===== src/mrr_defines.svh =====
// Purpose: named constants of the monitor register readout block
// Assumes: included by bare name from every file that needs them
// Notes: register indices are the printed pointer values
`ifndef MRR_DEFINES_SVH
`define MRR_DEFINES_SVH
`define MRR_PTR_W 3
`define MRR_REG_SUP_HI 3'h2
`define MRR_REG_SUP_LO 3'h3
`define MRR_REG_AUX_HI 3'h4
`define MRR_REG_AUX_LO 3'h5
`define MRR_REG_CTRL 3'h6
`define MRR_PTR_ZERO 3'h0
`define MRR_PTR_STEP 3'h1
`define MRR_BIT_SNAP 7
`define MRR_BIT_CH_HI 6
`define MRR_BIT_CH_LO 5
`define MRR_BIT_TEST 4
`define MRR_BIT_PAGE 3
`define MRR_BIT_STUCK 2
`define MRR_CTRL_RST 8'h0c
`define MRR_CTRL_MASK 8'hfc
`define MRR_LOW_PAD 3'h0
`define MRR_BYTE_ZERO 8'h00
`define MRR_DEV_ADDR 7'h67
`define MRR_MASS_ADDR 7'h66
`define MRR_BITS_BYTE 4'h8
`define MRR_CNT_ZERO 4'h0
`define MRR_CNT_STEP 4'h1
`define MRR_STUCK_US 33000
`define MRR_CLK_MHZ 25
`define MRR_STUCK_CYC (`MRR_STUCK_US * `MRR_CLK_MHZ)
`define MRR_STUCK_W 20
`endif


===== src/mrr_pkg.sv =====
// Purpose: shared types of the monitor register readout block
// Assumes: nothing beyond the header
// Notes: one-hot serial states
package mrr_pkg;
   typedef enum logic [1:0] {
      MRR_CH_SENSE = 2'h0,
      MRR_CH_SUPPLY = 2'h1,
      MRR_CH_AUX = 2'h2,
      MRR_CH_NONE = 2'h3
   } mrr_chan_t;
   typedef enum logic [8:0] {
      MRR_ST_IDLE = 9'h001,
      MRR_ST_ADDR = 9'h002,
      MRR_ST_AACK = 9'h004,
      MRR_ST_CMD = 9'h008,
      MRR_ST_CACK = 9'h010,
      MRR_ST_WR = 9'h020,
      MRR_ST_WACK = 9'h040,
      MRR_ST_TX = 9'h080,
      MRR_ST_MACK = 9'h100
   } mrr_state_t;
endpackage


===== src/mrr_line_if.sv =====
// Purpose: synchronised bus lines and stuck-bus timer link
// Assumes: one clock domain
// Notes: carries levels only
`timescale 1ns/1ps
interface mrr_line_if;
   logic scl;
   logic sda;
   logic timer_en;
   logic stuck;
   modport src (output scl, output sda);
   modport tmr (input scl, input sda, input timer_en, output stuck);
   modport core (input scl, input sda, input stuck, output timer_en);
endinterface


===== src/mrr_monitor_regs.sv =====
// Purpose: register bank and two-wire serial slave of a power monitor
// Assumes: converter outside; open-drain data pin resolved outside
// Notes: sense registers 0/1 and pointer 7 read as zero
// What this block does
// - supply result twelve bits, high then low
// - aux result twelve bits, high then low
// - low byte bit3 shows snapshot busy
// - reserved bits read zero, ignore writes
// - snapshot converts only the selected channel
// - snapshot done clears busy, halts converter
// - snapshot and test mode off means converter runs free
// - control bits 6:5 select snapshot channel
// - test mode halts converter, allows result writes
// - page bit defaults on, enables auto-increment
// - stuck timer enable defaults on
// - repeated start with read bit returns register
// - master ack fetches next register byte
// - stop ends transfer, pointer returns zero
// - command byte loads only three pointer bits
// - line low too long resets serial machine
`timescale 1ns/1ps
`include "mrr_defines.svh"
module mrr_monitor_regs #(
   parameter int unsigned STUCK_CYCLES = `MRR_STUCK_CYC
) (
   input wire logic clock_i,
   input wire logic rst_i,
   input wire logic ce_i,
   input wire logic scl_i,
   input wire logic sda_i,
   output logic sda_o,
   output logic sda_oe_o,
   input wire logic conv_done_i,
   input wire mrr_pkg::mrr_chan_t conv_chan_i,
   input wire logic [11:0] conv_data_i,
   output logic conv_run_o,
   output logic conv_start_o,
   output mrr_pkg::mrr_chan_t conv_sel_o
);
   import mrr_pkg::*;
   mrr_line_if line_if();
   mrr_sync u_sync (
      .clock_i(clock_i),
      .rst_i(rst_i),
      .ce_i(ce_i),
      .scl_i(scl_i),
      .sda_i(sda_i),
      .line(line_if.src)
   );
   mrr_stuck_timer #(.STUCK_CYCLES(STUCK_CYCLES)) u_timer (
      .clock_i(clock_i),
      .rst_i(rst_i),
      .ce_i(ce_i),
      .line(line_if.tmr)
   );
   // register bank state
   logic [7:0] ctrl_ff, nxt_ctrl;
   logic [11:0] sup_ff, nxt_sup;
   logic [11:0] aux_ff, nxt_aux;
   logic sup_busy_ff, nxt_sup_busy;
   logic aux_busy_ff, nxt_aux_busy;
   logic start_ff, nxt_start;
   // serial state
   mrr_state_t state_ff, nxt_state;
   logic [3:0] cnt_ff, nxt_cnt;
   logic [7:0] shift_ff, nxt_shift;
   logic [7:0] tx_ff, nxt_tx;
   logic [2:0] ptr_ff, nxt_ptr;
   logic rw_ff, nxt_rw;
   logic wrote_ff, nxt_wrote;
   logic mack_ff, nxt_mack;
   logic drive_ff, nxt_drive;
   logic scl_d_ff, sda_d_ff;
   // write strobe from the serial side to the bank
   logic wr_en;
   logic [2:0] wr_ptr;
   logic [7:0] wr_data;
   logic scl_rise, scl_fall, start_det, stop_det;
   logic snap_en, test_en, page_en;
   mrr_chan_t sel;
   // bytes at the pointer and at the stepped pointer, for the transmit shifter
   logic [7:0] rd_cur, rd_nxt;

   function automatic logic [7:0] low_byte(input logic [11:0] d, input logic busy);
      return {d[3:0], busy, `MRR_LOW_PAD};
   endfunction
   function automatic logic [7:0] rd_reg(input logic [2:0] a);
      case (a)
         `MRR_REG_SUP_HI: rd_reg = sup_ff[11:4];
         `MRR_REG_SUP_LO: rd_reg = low_byte(sup_ff, sup_busy_ff);
         `MRR_REG_AUX_HI: rd_reg = aux_ff[11:4];
         `MRR_REG_AUX_LO: rd_reg = low_byte(aux_ff, aux_busy_ff);
         `MRR_REG_CTRL: rd_reg = ctrl_ff & `MRR_CTRL_MASK;
         default: rd_reg = `MRR_BYTE_ZERO;
      endcase
   endfunction
   function automatic logic [2:0] step(input logic [2:0] p, input logic en);
      return en ? p + `MRR_PTR_STEP : p;
   endfunction
   assign snap_en = ctrl_ff[`MRR_BIT_SNAP];
   assign test_en = ctrl_ff[`MRR_BIT_TEST];
   assign page_en = ctrl_ff[`MRR_BIT_PAGE];
   assign sel = mrr_chan_t'(ctrl_ff[`MRR_BIT_CH_HI:`MRR_BIT_CH_LO]);
   assign line_if.timer_en = ctrl_ff[`MRR_BIT_STUCK];
   assign scl_rise = line_if.scl && !scl_d_ff;
   assign scl_fall = !line_if.scl && scl_d_ff;
   assign start_det = scl_d_ff && line_if.scl && sda_d_ff && !line_if.sda;
   assign stop_det = scl_d_ff && line_if.scl && !sda_d_ff && line_if.sda;
   // converter control: free run unless snapshot or test mode
   assign conv_run_o = !snap_en && !test_en;
   assign conv_start_o = start_ff;
   assign conv_sel_o = sel;
   // open drain: only ever pull low
   assign sda_o = 1'b0;
   assign sda_oe_o = drive_ff;
   // register bank next state
   always_comb begin
      nxt_ctrl = ctrl_ff;
      nxt_sup = sup_ff;
      nxt_aux = aux_ff;
      nxt_sup_busy = sup_busy_ff;
      nxt_aux_busy = aux_busy_ff;
      nxt_start = start_ff;
      if (ce_i) begin
         nxt_start = 1'b0;
         if (conv_done_i && !test_en) begin
            if (conv_chan_i == MRR_CH_SUPPLY) nxt_sup = conv_data_i;
            if (conv_chan_i == MRR_CH_AUX) nxt_aux = conv_data_i;
         end
         if (conv_done_i && snap_en && conv_chan_i == sel) begin
            if (sel == MRR_CH_SUPPLY) nxt_sup_busy = 1'b0;
            if (sel == MRR_CH_AUX) nxt_aux_busy = 1'b0;
         end
         if (wr_en) begin
            case (wr_ptr)
               `MRR_REG_CTRL: nxt_ctrl = wr_data & `MRR_CTRL_MASK;
               `MRR_REG_SUP_HI: if (test_en) nxt_sup[11:4] = wr_data;
               `MRR_REG_SUP_LO: if (test_en) nxt_sup[3:0] = wr_data[7:4];
               `MRR_REG_AUX_HI: if (test_en) nxt_aux[11:4] = wr_data;
               `MRR_REG_AUX_LO: if (test_en) nxt_aux[3:0] = wr_data[7:4];
               default: ;
            endcase
            // set after clear so a new request is never lost
            if (wr_ptr == `MRR_REG_CTRL && wr_data[`MRR_BIT_SNAP]
                && !wr_data[`MRR_BIT_TEST]) begin
               nxt_start = 1'b1;
               case (mrr_chan_t'(wr_data[`MRR_BIT_CH_HI:`MRR_BIT_CH_LO]))
                  MRR_CH_SUPPLY: nxt_sup_busy = 1'b1;
                  MRR_CH_AUX: nxt_aux_busy = 1'b1;
                  default: ;
               endcase
            end
         end
      end
   end
   always_ff @(posedge clock_i or posedge rst_i) begin
      if (rst_i) begin
         ctrl_ff <= `MRR_CTRL_RST;
         sup_ff <= '0;
         aux_ff <= '0;
         sup_busy_ff <= 1'b0;
         aux_busy_ff <= 1'b0;
         start_ff <= 1'b0;
      end else begin
         ctrl_ff <= nxt_ctrl;
         sup_ff <= nxt_sup;
         aux_ff <= nxt_aux;
         sup_busy_ff <= nxt_sup_busy;
         aux_busy_ff <= nxt_aux_busy;
         start_ff <= nxt_start;
      end
   end
   // serial slave next state; data is driven after scl falls, released at once on start, stop or stuck
   always_comb begin
      nxt_state = state_ff;
      nxt_cnt = cnt_ff;
      nxt_shift = shift_ff;
      nxt_tx = tx_ff;
      nxt_ptr = ptr_ff;
      nxt_rw = rw_ff;
      nxt_wrote = wrote_ff;
      nxt_mack = mack_ff;
      nxt_drive = drive_ff;
      wr_en = 1'b0;
      wr_ptr = ptr_ff;
      wr_data = shift_ff;
      rd_cur = rd_reg(ptr_ff);
      rd_nxt = rd_reg(step(ptr_ff, page_en));
      if (ce_i) begin
         if (line_if.stuck || stop_det) begin
            nxt_state = MRR_ST_IDLE;
            nxt_drive = 1'b0;
            nxt_ptr = `MRR_PTR_ZERO;
         end else if (start_det) begin
            nxt_state = MRR_ST_ADDR;
            nxt_cnt = `MRR_CNT_ZERO;
            nxt_drive = 1'b0;
         end else if (scl_rise) begin
            case (state_ff)
               MRR_ST_ADDR, MRR_ST_CMD, MRR_ST_WR: begin
                  nxt_shift = {shift_ff[6:0], line_if.sda};
                  nxt_cnt = cnt_ff + `MRR_CNT_STEP;
               end
               MRR_ST_TX: nxt_cnt = cnt_ff + `MRR_CNT_STEP;
               MRR_ST_MACK: nxt_mack = !line_if.sda;
               default: ;
            endcase
         end else if (scl_fall) begin
            case (state_ff)
               MRR_ST_ADDR: begin
                  if (cnt_ff == `MRR_BITS_BYTE) begin
                     nxt_rw = shift_ff[0];
                     if (shift_ff[7:1] == `MRR_DEV_ADDR
                         || (shift_ff[7:1] == `MRR_MASS_ADDR && !shift_ff[0])) begin
                        nxt_state = MRR_ST_AACK;
                        nxt_drive = 1'b1;
                     end else begin
                        nxt_state = MRR_ST_IDLE;
                     end
                  end
               end
               MRR_ST_AACK: begin
                  nxt_cnt = `MRR_CNT_ZERO;
                  if (rw_ff) begin
                     nxt_state = MRR_ST_TX;
                     nxt_tx = {rd_cur[6:0], 1'b0};
                     nxt_drive = !rd_cur[7];
                  end else begin
                     nxt_state = MRR_ST_CMD;
                     nxt_drive = 1'b0;
                  end
               end
               MRR_ST_CMD: begin
                  if (cnt_ff == `MRR_BITS_BYTE) begin
                     nxt_ptr = shift_ff[2:0];
                     nxt_state = MRR_ST_CACK;
                     nxt_drive = 1'b1;
                  end
               end
               MRR_ST_CACK: begin
                  nxt_state = MRR_ST_WR;
                  nxt_cnt = `MRR_CNT_ZERO;
                  nxt_wrote = 1'b0;
                  nxt_drive = 1'b0;
               end
               MRR_ST_WR: begin
                  if (cnt_ff == `MRR_BITS_BYTE) begin
                     // without page mode only the first byte is taken
                     if (!wrote_ff || page_en) begin
                        wr_en = 1'b1;
                        nxt_wrote = 1'b1;
                        nxt_state = MRR_ST_WACK;
                        nxt_drive = 1'b1;
                     end else begin
                        nxt_state = MRR_ST_IDLE;
                     end
                  end
               end
               MRR_ST_WACK: begin
                  nxt_state = MRR_ST_WR;
                  nxt_cnt = `MRR_CNT_ZERO;
                  nxt_drive = 1'b0;
                  nxt_ptr = step(ptr_ff, page_en);
               end
               MRR_ST_TX: begin
                  if (cnt_ff == `MRR_BITS_BYTE) begin
                     nxt_state = MRR_ST_MACK;
                     nxt_drive = 1'b0;
                     nxt_mack = 1'b0;
                  end else begin
                     nxt_drive = !tx_ff[7];
                     nxt_tx = {tx_ff[6:0], 1'b0};
                  end
               end
               MRR_ST_MACK: begin
                  if (mack_ff) begin
                     nxt_state = MRR_ST_TX;
                     nxt_cnt = `MRR_CNT_ZERO;
                     nxt_ptr = step(ptr_ff, page_en);
                     nxt_tx = {rd_nxt[6:0], 1'b0};
                     nxt_drive = !rd_nxt[7];
                  end else begin
                     nxt_state = MRR_ST_IDLE;
                  end
               end
               default: nxt_state = MRR_ST_IDLE;
            endcase
         end
      end
   end
   always_ff @(posedge clock_i or posedge rst_i) begin
      if (rst_i) begin
         state_ff <= MRR_ST_IDLE;
         cnt_ff <= `MRR_CNT_ZERO;
         shift_ff <= `MRR_BYTE_ZERO;
         tx_ff <= `MRR_BYTE_ZERO;
         ptr_ff <= `MRR_PTR_ZERO;
         rw_ff <= 1'b0;
         wrote_ff <= 1'b0;
         mack_ff <= 1'b0;
         drive_ff <= 1'b0;
         scl_d_ff <= 1'b1;
         sda_d_ff <= 1'b1;
      end else begin
         state_ff <= nxt_state;
         cnt_ff <= nxt_cnt;
         shift_ff <= nxt_shift;
         tx_ff <= nxt_tx;
         ptr_ff <= nxt_ptr;
         rw_ff <= nxt_rw;
         wrote_ff <= nxt_wrote;
         mack_ff <= nxt_mack;
         drive_ff <= nxt_drive;
         scl_d_ff <= ce_i ? line_if.scl : scl_d_ff;
         sda_d_ff <= ce_i ? line_if.sda : sda_d_ff;
      end
   end
endmodule // mrr_monitor_regs


===== src/mrr_stuck_timer.sv =====
// Purpose: stuck-bus timer, fires once when a line stays low too long
// Assumes: synchronised line levels
// Notes: rearms only after both lines are high or the timer enable is off
`timescale 1ns/1ps
`include "mrr_defines.svh"
module mrr_stuck_timer #(
   parameter int unsigned STUCK_CYCLES = `MRR_STUCK_CYC
) (
   input wire logic clock_i,
   input wire logic rst_i,
   input wire logic ce_i,
   mrr_line_if.tmr line
);
   logic [`MRR_STUCK_W-1:0] cnt_ff;
   logic [`MRR_STUCK_W-1:0] nxt_cnt;
   logic fired_ff;
   logic nxt_fired;
   logic pulse_ff;
   logic nxt_pulse;
   always_comb begin
      nxt_cnt = cnt_ff;
      nxt_fired = fired_ff;
      // pulse held while frozen, like every other piece of state
      nxt_pulse = pulse_ff;
      if (ce_i) begin
         nxt_pulse = 1'b0;
         if ((line.scl && line.sda) || !line.timer_en) begin
            nxt_cnt = '0;
            nxt_fired = 1'b0;
         end else if (!fired_ff) begin
            if (cnt_ff == `MRR_STUCK_W'(STUCK_CYCLES)) begin
               nxt_pulse = 1'b1;
               nxt_fired = 1'b1;
            end else begin
               nxt_cnt = cnt_ff + `MRR_STUCK_W'(1);
            end
         end
      end
   end
   always_ff @(posedge clock_i or posedge rst_i) begin
      if (rst_i) begin
         cnt_ff <= '0;
         fired_ff <= 1'b0;
         pulse_ff <= 1'b0;
      end else begin
         cnt_ff <= nxt_cnt;
         fired_ff <= nxt_fired;
         pulse_ff <= nxt_pulse;
      end
   end
   assign line.stuck = pulse_ff;
endmodule // mrr_stuck_timer


===== src/mrr_sync.sv =====
// Purpose: two-flop synchroniser for the bus clock and data pins
// Assumes: pins idle high
// Notes: only the second stage leaves this module
`timescale 1ns/1ps
module mrr_sync (
   input wire logic clock_i,
   input wire logic rst_i,
   input wire logic ce_i,
   input wire logic scl_i,
   input wire logic sda_i,
   mrr_line_if.src line
);
   logic [1:0] meta_ff;
   logic [1:0] sync_ff;
   logic [1:0] nxt_meta;
   logic [1:0] nxt_sync;
   always_comb begin
      nxt_meta = ce_i ? {scl_i, sda_i} : meta_ff;
      nxt_sync = ce_i ? meta_ff : sync_ff;
   end
   // reset to idle-high so no false start is seen at release
   always_ff @(posedge clock_i or posedge rst_i) begin
      if (rst_i) begin
         meta_ff <= 2'h3;
         sync_ff <= 2'h3;
      end else begin
         meta_ff <= nxt_meta;
         sync_ff <= nxt_sync;
      end
   end
   assign line.scl = sync_ff[1];
   assign line.sda = sync_ff[0];
endmodule // mrr_sync


===== config.mk =====
export PLATFORM = sky130hd
export DESIGN_NAME = mrr_monitor_regs
export DESIGN_NICKNAME = d
export VERILOG_FILES = /design/src/mrr_pkg.sv /design/src/mrr_line_if.sv /design/src/mrr_monitor_regs.sv /design/src/mrr_stuck_timer.sv /design/src/mrr_sync.sv
export VERILOG_INCLUDE_DIRS = /design/src
export SDC_FILE = /design/constraint.sdc
export NUM_CORES = 1
export LEC_CHECK = 0
export BUFFER_PORTS_ARGS = -buffer_cell sky130_fd_sc_hd__buf_4
export CORE_UTILIZATION = 64
export CTS_BUF_LIST = sky130_fd_sc_hd__clkbuf_2 sky130_fd_sc_hd__clkbuf_4 sky130_fd_sc_hd__clkbuf_8
export DETAILED_ROUTE_END_ITERATION = 10
export PLACE_DENSITY = 0.86
export SLEW_MARGIN = 10
export SYNTH_ARGS = -nofsm -noshare
export SYNTH_HDL_FRONTEND = slang
export SYNTH_SLANG_ARGS = --single-unit

===== constraint.sdc =====
create_clock -name clock_i -period 4.5 [get_ports clock_i]
set_input_delay 1.125 -clock clock_i [delete_from_list [all_inputs] [get_ports clock_i]]
set_output_delay 1.125 -clock clock_i [all_outputs]
set_load 0.1 [all_outputs]

# ---- Yosys cells after proc, flatten, opt, wreduce, memory -nomap -nowiden
# Cells that the tools add are included.
dict set report totals {
  latch_bits 0
  in_bits 20
  mem_bits_ro 0
  wordCells 231
  register_bits 97
  n_memories 0
  mem_bits_rw 0
}
dict set report op_classes {
  muxes 94
  eq_ne 51
  add_sub_neg 3
  n_shift 0
  div 0
  bitwise 3
  n_reduce_logical 58
  n_lt_le_gt_ge 0
  multipliers 0
}
# cell n
set op_table {}
lappend op_table {{$pmux W8 S5} 2}
lappend op_table {{$mux W12} 6}
lappend op_table {{$mux W8} 9}
lappend op_table {{$mux W9} 8}
lappend op_table {{$pmux W9 S7} 1}
lappend op_table {{$mux W20} 3}
lappend op_table {{$mux W1} 42}
lappend op_table {{$mux W4} 9}
lappend op_table {{$ne A4 B4 Y1 const B} 8}
lappend op_table {{$reduce_and A7 Y1} 4}
lappend op_table {{$mux W3} 8}
lappend op_table {{$pmux W8 S3} 1}
lappend op_table {{$add A20 B1 Y20 const B} 1}
lappend op_table {{$eq A20 B20 Y1 const B} 1}
lappend op_table {{$eq A3 B3 Y1 const B} 6}
lappend op_table {{$logic_and A1 B1 Y1} 15}
lappend op_table {{$eq A7 B7 Y1 const B} 2}
lappend op_table {{$logic_not A1 Y1} 13}
lappend op_table {{$eq A3 B2 Y1 const B} 4}
lappend op_table {{$ne A2 B2 Y1 const B} 6}
lappend op_table {{$reduce_and A10 Y1} 1}
lappend op_table {{$reduce_bool A2 Y1} 5}
lappend op_table {{$eq A9 B2 Y1 const B} 1}
lappend op_table {{$eq A9 B3 Y1 const B} 1}
lappend op_table {{34 further kinds} 52}

# ---- Depth between registers and ports, before layout
dict set report logic_depth {
  ltp_word 11
  mapped_depth 11
  mapped_depth_nobuf 8
}

# ---- Cells and area by module
# Synthesis repeated with hierarchy kept, for this count alone.
dict set report hier_totals {
  cells_unflattened 624
  area_unflattened_um2 5950.7
}
# module area_per_inst_um2 instances cells_each
set by_module_without_submodules {}
lappend by_module_without_submodules {mrr_monitor_regs 4454.3 1 470}
lappend by_module_without_submodules {mrr_stuck_timer 1342.5 1 145}
lappend by_module_without_submodules {mrr_sync 153.9 1 9}

# ---- Least setup slack after synthesis
# Ideal clock, no wire load.
dict set report synth_timing {
  path_kind {reg-to-output}
  from {reg ctrl_ff[7]}
  to {out conv_run_o}
  arrival_time_ps 1665
  required_time_ps 3375
  path_stages_with_launch 2
  n_path_buf 0
  setup_slack_ps 1710
  path_cell_list {dfrtp_1 -> nor2_1}
}
dict set report synth_via {
  elab_chain_len 2
}
# element line_no
set synth_lines {}
lappend synth_lines {{start, declared} mrr_monitor_regs.sv:57} ;# logic [7:0] ctrl_ff, nxt_ctrl;
lappend synth_lines {{start signal, assigned} mrr_monitor_regs.sv:158} ;# ctrl_ff <= `MRR_CTRL_RST;
lappend synth_lines {{start signal, assigned} mrr_monitor_regs.sv:165} ;# ctrl_ff <= nxt_ctrl;
lappend synth_lines {{$logic_not A1 Y1} mrr_monitor_regs.sv:110} ;# assign conv_run_o = !snap_en && !test_en;
lappend synth_lines {{$logic_and A1 B1 Y1} mrr_monitor_regs.sv:110}
lappend synth_lines {{end, declared} mrr_monitor_regs.sv:36} ;# output logic conv_run_o,
# Every way passes these cells.

# ---- Worst setup path in the final report
dict set report layout_timing {
  from {in ce_i}
  to {reg aux_ff[11]}
}
dict set report layout_via {
  elab_chain_len 2
}
# element line_no
set layout_lines {}
lappend layout_lines {{start, declared} mrr_monitor_regs.sv:28} ;# input wire logic ce_i,
lappend layout_lines {{$mux W1} mrr_monitor_regs.sv:189} ;# if (ce_i) begin
lappend layout_lines {{$mux W12} mrr_monitor_regs.sv:134} ;# if (wr_en) begin
lappend layout_lines {{end signal, assigned} mrr_monitor_regs.sv:167} ;# aux_ff <= nxt_aux;
lappend layout_lines {{end, declared} mrr_monitor_regs.sv:59} ;# logic [11:0] aux_ff, nxt_aux;
# Parallel ways exist; a longest one is shown, timed or not.
# A chain may end at the register's enable or synchronous reset.

==> run summary <==
* status: finished, final reports clean
* slew of the pin with the lowest slew margin: 959 ps
* period utilization: 66.9%
* y dimension of the die: 97.4 um
* routability-driven placement congestion ratio: 0.969
* top area cells in the synthesized netlist: sky130_fd_sc_hd__dfrtp_1 (37%), sky130_fd_sc_hd__nor2_1 (4.2%), sky130_fd_sc_hd__dfstp_2 (4.1%)
* synthesis-stage register bit count: 96
* worst hold path class: flip-flop to flip-flop
* Critical Path RT: 4790 ps
* wire length per cell: 20.3 um
* Synth Net Count: 658
* first-pass GRT wire length: 24300 um
* chip width: 97.4 um
* HPWL after detailed placement: 10600 um
* overflow left after global routing: 0
* drt first-iter violations: 601
* dominant combinational cell family by area after synthesis: simple AND/OR/NAND/NOR gates
* vias after detailed routing: 5124
* post-synthesis cell type count: 77
* pwr/cell area: 343 nW/um^2
* total of hold buffers inserted after clock tree synthesis: 0
* Final Instance Count excl. Fillers: 737
* crit-path cells: buf_4, nand3b_1, a211oi_1, and4_1, and3_1, nor3_1, a211oi_2
* synth cell count leaders: sky130_fd_sc_hd__dfrtp_1 (87), sky130_fd_sc_hd__nor2_1 (65), sky130_fd_sc_hd__nand2_1 (45)
* async set or reset register ratio after synthesis: 100%
* crit path max fanout: 25
* Setup CP Type: input port to flip-flop
* worst setup skew after layout: 14.4 ps
* normalized max-slew margin: 36.1%
* PostCTS Resize Cnt: 0
* insertion delay to the later sink of the worst-skew pair: 380 ps
* synthesized-area fraction occupied by adder cells: 2.58%
* nature of the critical path endpoint: flip-flop
* via count of the first global-routing pass: 4891
* sequential-to-total area share from yosys stat: 41.4%
* largest net degree at the start of global routing: 77
* DRT Pass-1 Iters: 11
* leakage power figure: 2.56 nW
* overall global routing resource usage: 32.4%
* effective utilization at floorplan: 66.4%
* total negative setup slack: 0 ps
* delay of the slowest critical-path stage: 510 ps
* fraction of layout instances using a drive strength above 1: 16.4%
* Util after Layout: 70.4%
* Fillers: 649
* post-route DRC violation count: 0
* number of antenna violations at the first check in global routing: 0
* boundary pin count: 26
* final antenna-violating net count: 0
* highest clock frequency the design can meet: 0.332 GHz
* Setup WS post-layout: 1490 ps
* simple-gate portion of the synthesized area: 23.0%
* count of standard-cell rows: 34
* most used standard cell by instance count after synthesis: sky130_fd_sc_hd__dfrtp_1
* Compound-Gate Fraction of Synth Area: 20.2%
* Final Slew Violations: 0
* Diodes inserted: 0
* slowest cell on the critical path: sky130_fd_sc_hd__a211oi_1
* storage element area: 2410 sq um
* number of buffers inserted by port buffering: 24
* buffer cell driving the clock tree root: sky130_fd_sc_hd__clkbuf_8
* TritonCTS clock tree: built
* setup bufs post-CTS: 0
* total standard cell area after synthesis: 5820 sq um
* DP Worst Slack: 1160 ps
* number of instances in the synthesized netlist: 626
* cell family with most CP delay: simple AND/OR/NAND/NOR gates
* combined area of the multi-input logic cells: 3120 sq um
* maxcap violations: 0
* Detailed Route WL: 15000 um
* depth of the CTS H-tree: 3
* final hold viol count: 0
* total of warnings raised by yosys: 0
* maximum clock path buffer count: 2
* largest area contributor in the netlist: sky130_fd_sc_hd__dfrtp_1
* unrepaired setup endpoints after global routing: no
* EDFF count, synth: 0
* vias per cell: 6.95
* Most used DFF post-synth: sky130_fd_sc_hd__dfrtp_1
* crit path time final: 3010 ps
* core area: 8760 sq um
* arrival time of data at the critical path endpoint: 3300 ps
* buffering stage count on the worst path with inverters included: 1
* synthesis-to-finish area growth: 5.89%
* per-instance average area after synthesis: 9.30 sq um
* number of buffers added by the clock tree synthesis step: 9
* share of synthesized area spent on multiplexers: 4.21%
* summed area of non-filler cells in the final layout: 6170 sq um
* total number of clock tree sinks: 96
* parity-gate share of the synthesized area counting xor and xnor cells: 3.46%
* Final Setup Violations: 0
* startpoint kind of the worst setup timing path: input port
* standard cell area after detailed placement: 5980 sq um
* highest ir drop seen on vdd: 200 uV
* area of the die: 9480 sq um
* worst hold margin: 499 ps
* Pwr Total: 2.11 mW
* Synth top area share: 37.4%
* Final nets: 656
* cell count after placement: 721
* clock slew at reported path FFs: 100 ps
-- layout make-up --
| class | instances | share of cell area (%) |
|---|---|---|
| multi-input combinational | 464 | 50.6 |
| sequential | 96 | 39.1 |
| timing repair buffer | 29 | 3.53 |
| tap | 108 | 2.19 |
| clock buffer | 10 | 2.13 |
| inverter | 24 | 1.50 |
| clock inverter | 6 | 0.933 |
-- power by group --
part | total (mW) | switching (mW) | internal [mW]
logic | 0.466 | 0.280 | 0.186
clock network | 0.571 | 0.349 | 0.221
registers | 1.08 | 0.120 | 0.956
total | 2.11 | 0.749 | 1.36
-- routing by layer --
| layer | GRT usage [%] | vias to the layer above | wire length (um) |
|---|---|---|---|
| li1 | - | 2310 | - |
| met1 | 46.7 | 2456 | 6260 |
| met2 | 48.3 | 295 | 6640 |
| met3 | 5.76 | 63 | 1530 |
| met4 | 13.8 | 0 | 526 |
| met5 | 0 | - | 0 |
-- final timing paths --
kind,end,cells past startpoint,slack (ps),start
max reg2reg,tx_ff[4],8,1510,ptr_ff[2]
max,aux_ff[11],7,1490,ce_i
min in group asynchronous,ctrl_ff[6],2,940,rst_i
max in group asynchronous,ctrl_ff[7],3,2700,rst_i
min reg2reg,u_sync.sync_ff[1],2,500,u_sync.meta_ff[1]
min,u_sync.sync_ff[1],2,500,u_sync.meta_ff[1]
-- kinds of logic (layout without fill, tap and decap cells) --
kind of cell	after synthesis	in the layout
AO/OA/AOI/OAI	160	160
XOR/XNOR	23	23
adder cells (fa/ha/maj)	12	12
buffers and inverters	66	69
flip-flops	96	96
multiplexers	22	22
other	1	1
AND/OR/NAND/NOR	246	246
-- registers in the layout, indices dropped and copies added (netlist names), 2 cells and up --
signal and flops:
tx_ff 7, aux_ff 12, shift_ff 8, cnt_ff 4
ptr_ff 3, u_sync.meta_ff 2, state_ff 9, ctrl_ff 6
u_sync.sync_ff 2, sup_ff 12, u_timer.cnt_ff 20
-- worst register-to-register path: cells and delay by family (launching register included) --
kind	cells	cell delay, ps
buffers and inverters	1	300
and+or+nand+nor	3	380
DFF	1	760
adders and majority gates	1	410
AOI/OAI and AO/OA	3	1080
-- placed cells by master, fill, tap and decap left out, types with 5 or more instances in the layout --
| cell type | count |
|---|---|
| sky130_fd_sc_hd__a211oi_1 | 6 |
| sky130_fd_sc_hd__a21oi_1 | 20 |
| sky130_fd_sc_hd__a222oi_1 | 9 |
| sky130_fd_sc_hd__a22o_1 | 6 |
| sky130_fd_sc_hd__a22oi_1 | 15 |
| sky130_fd_sc_hd__a31oi_1 | 10 |
| sky130_fd_sc_hd__a32o_1 | 7 |
| sky130_fd_sc_hd__and2_1 | 6 |
| sky130_fd_sc_hd__and3_1 | 9 |
| sky130_fd_sc_hd__buf_4 | 29 |
| sky130_fd_sc_hd__clkbuf_8 | 9 |
| sky130_fd_sc_hd__dfrtp_1 | 87 |
| sky130_fd_sc_hd__dfstp_2 | 9 |
| sky130_fd_sc_hd__ha_1 | 12 |
| sky130_fd_sc_hd__inv_1 | 23 |
| sky130_fd_sc_hd__mux2_2 | 20 |
| sky130_fd_sc_hd__nand2_1 | 45 |
| sky130_fd_sc_hd__nand2b_1 | 9 |
| sky130_fd_sc_hd__nand3_1 | 18 |
| sky130_fd_sc_hd__nand3b_1 | 5 |
| sky130_fd_sc_hd__nand4_1 | 18 |
| sky130_fd_sc_hd__nor2_1 | 65 |
| sky130_fd_sc_hd__nor2b_1 | 5 |
| sky130_fd_sc_hd__nor3_1 | 22 |
| sky130_fd_sc_hd__o21ai_0 | 30 |
| sky130_fd_sc_hd__o22ai_1 | 9 |
| sky130_fd_sc_hd__or2_2 | 5 |
| sky130_fd_sc_hd__or3_1 | 5 |
| sky130_fd_sc_hd__xor2_1 | 19 |
No activity file was read; power rests on OpenSTA's default activity.
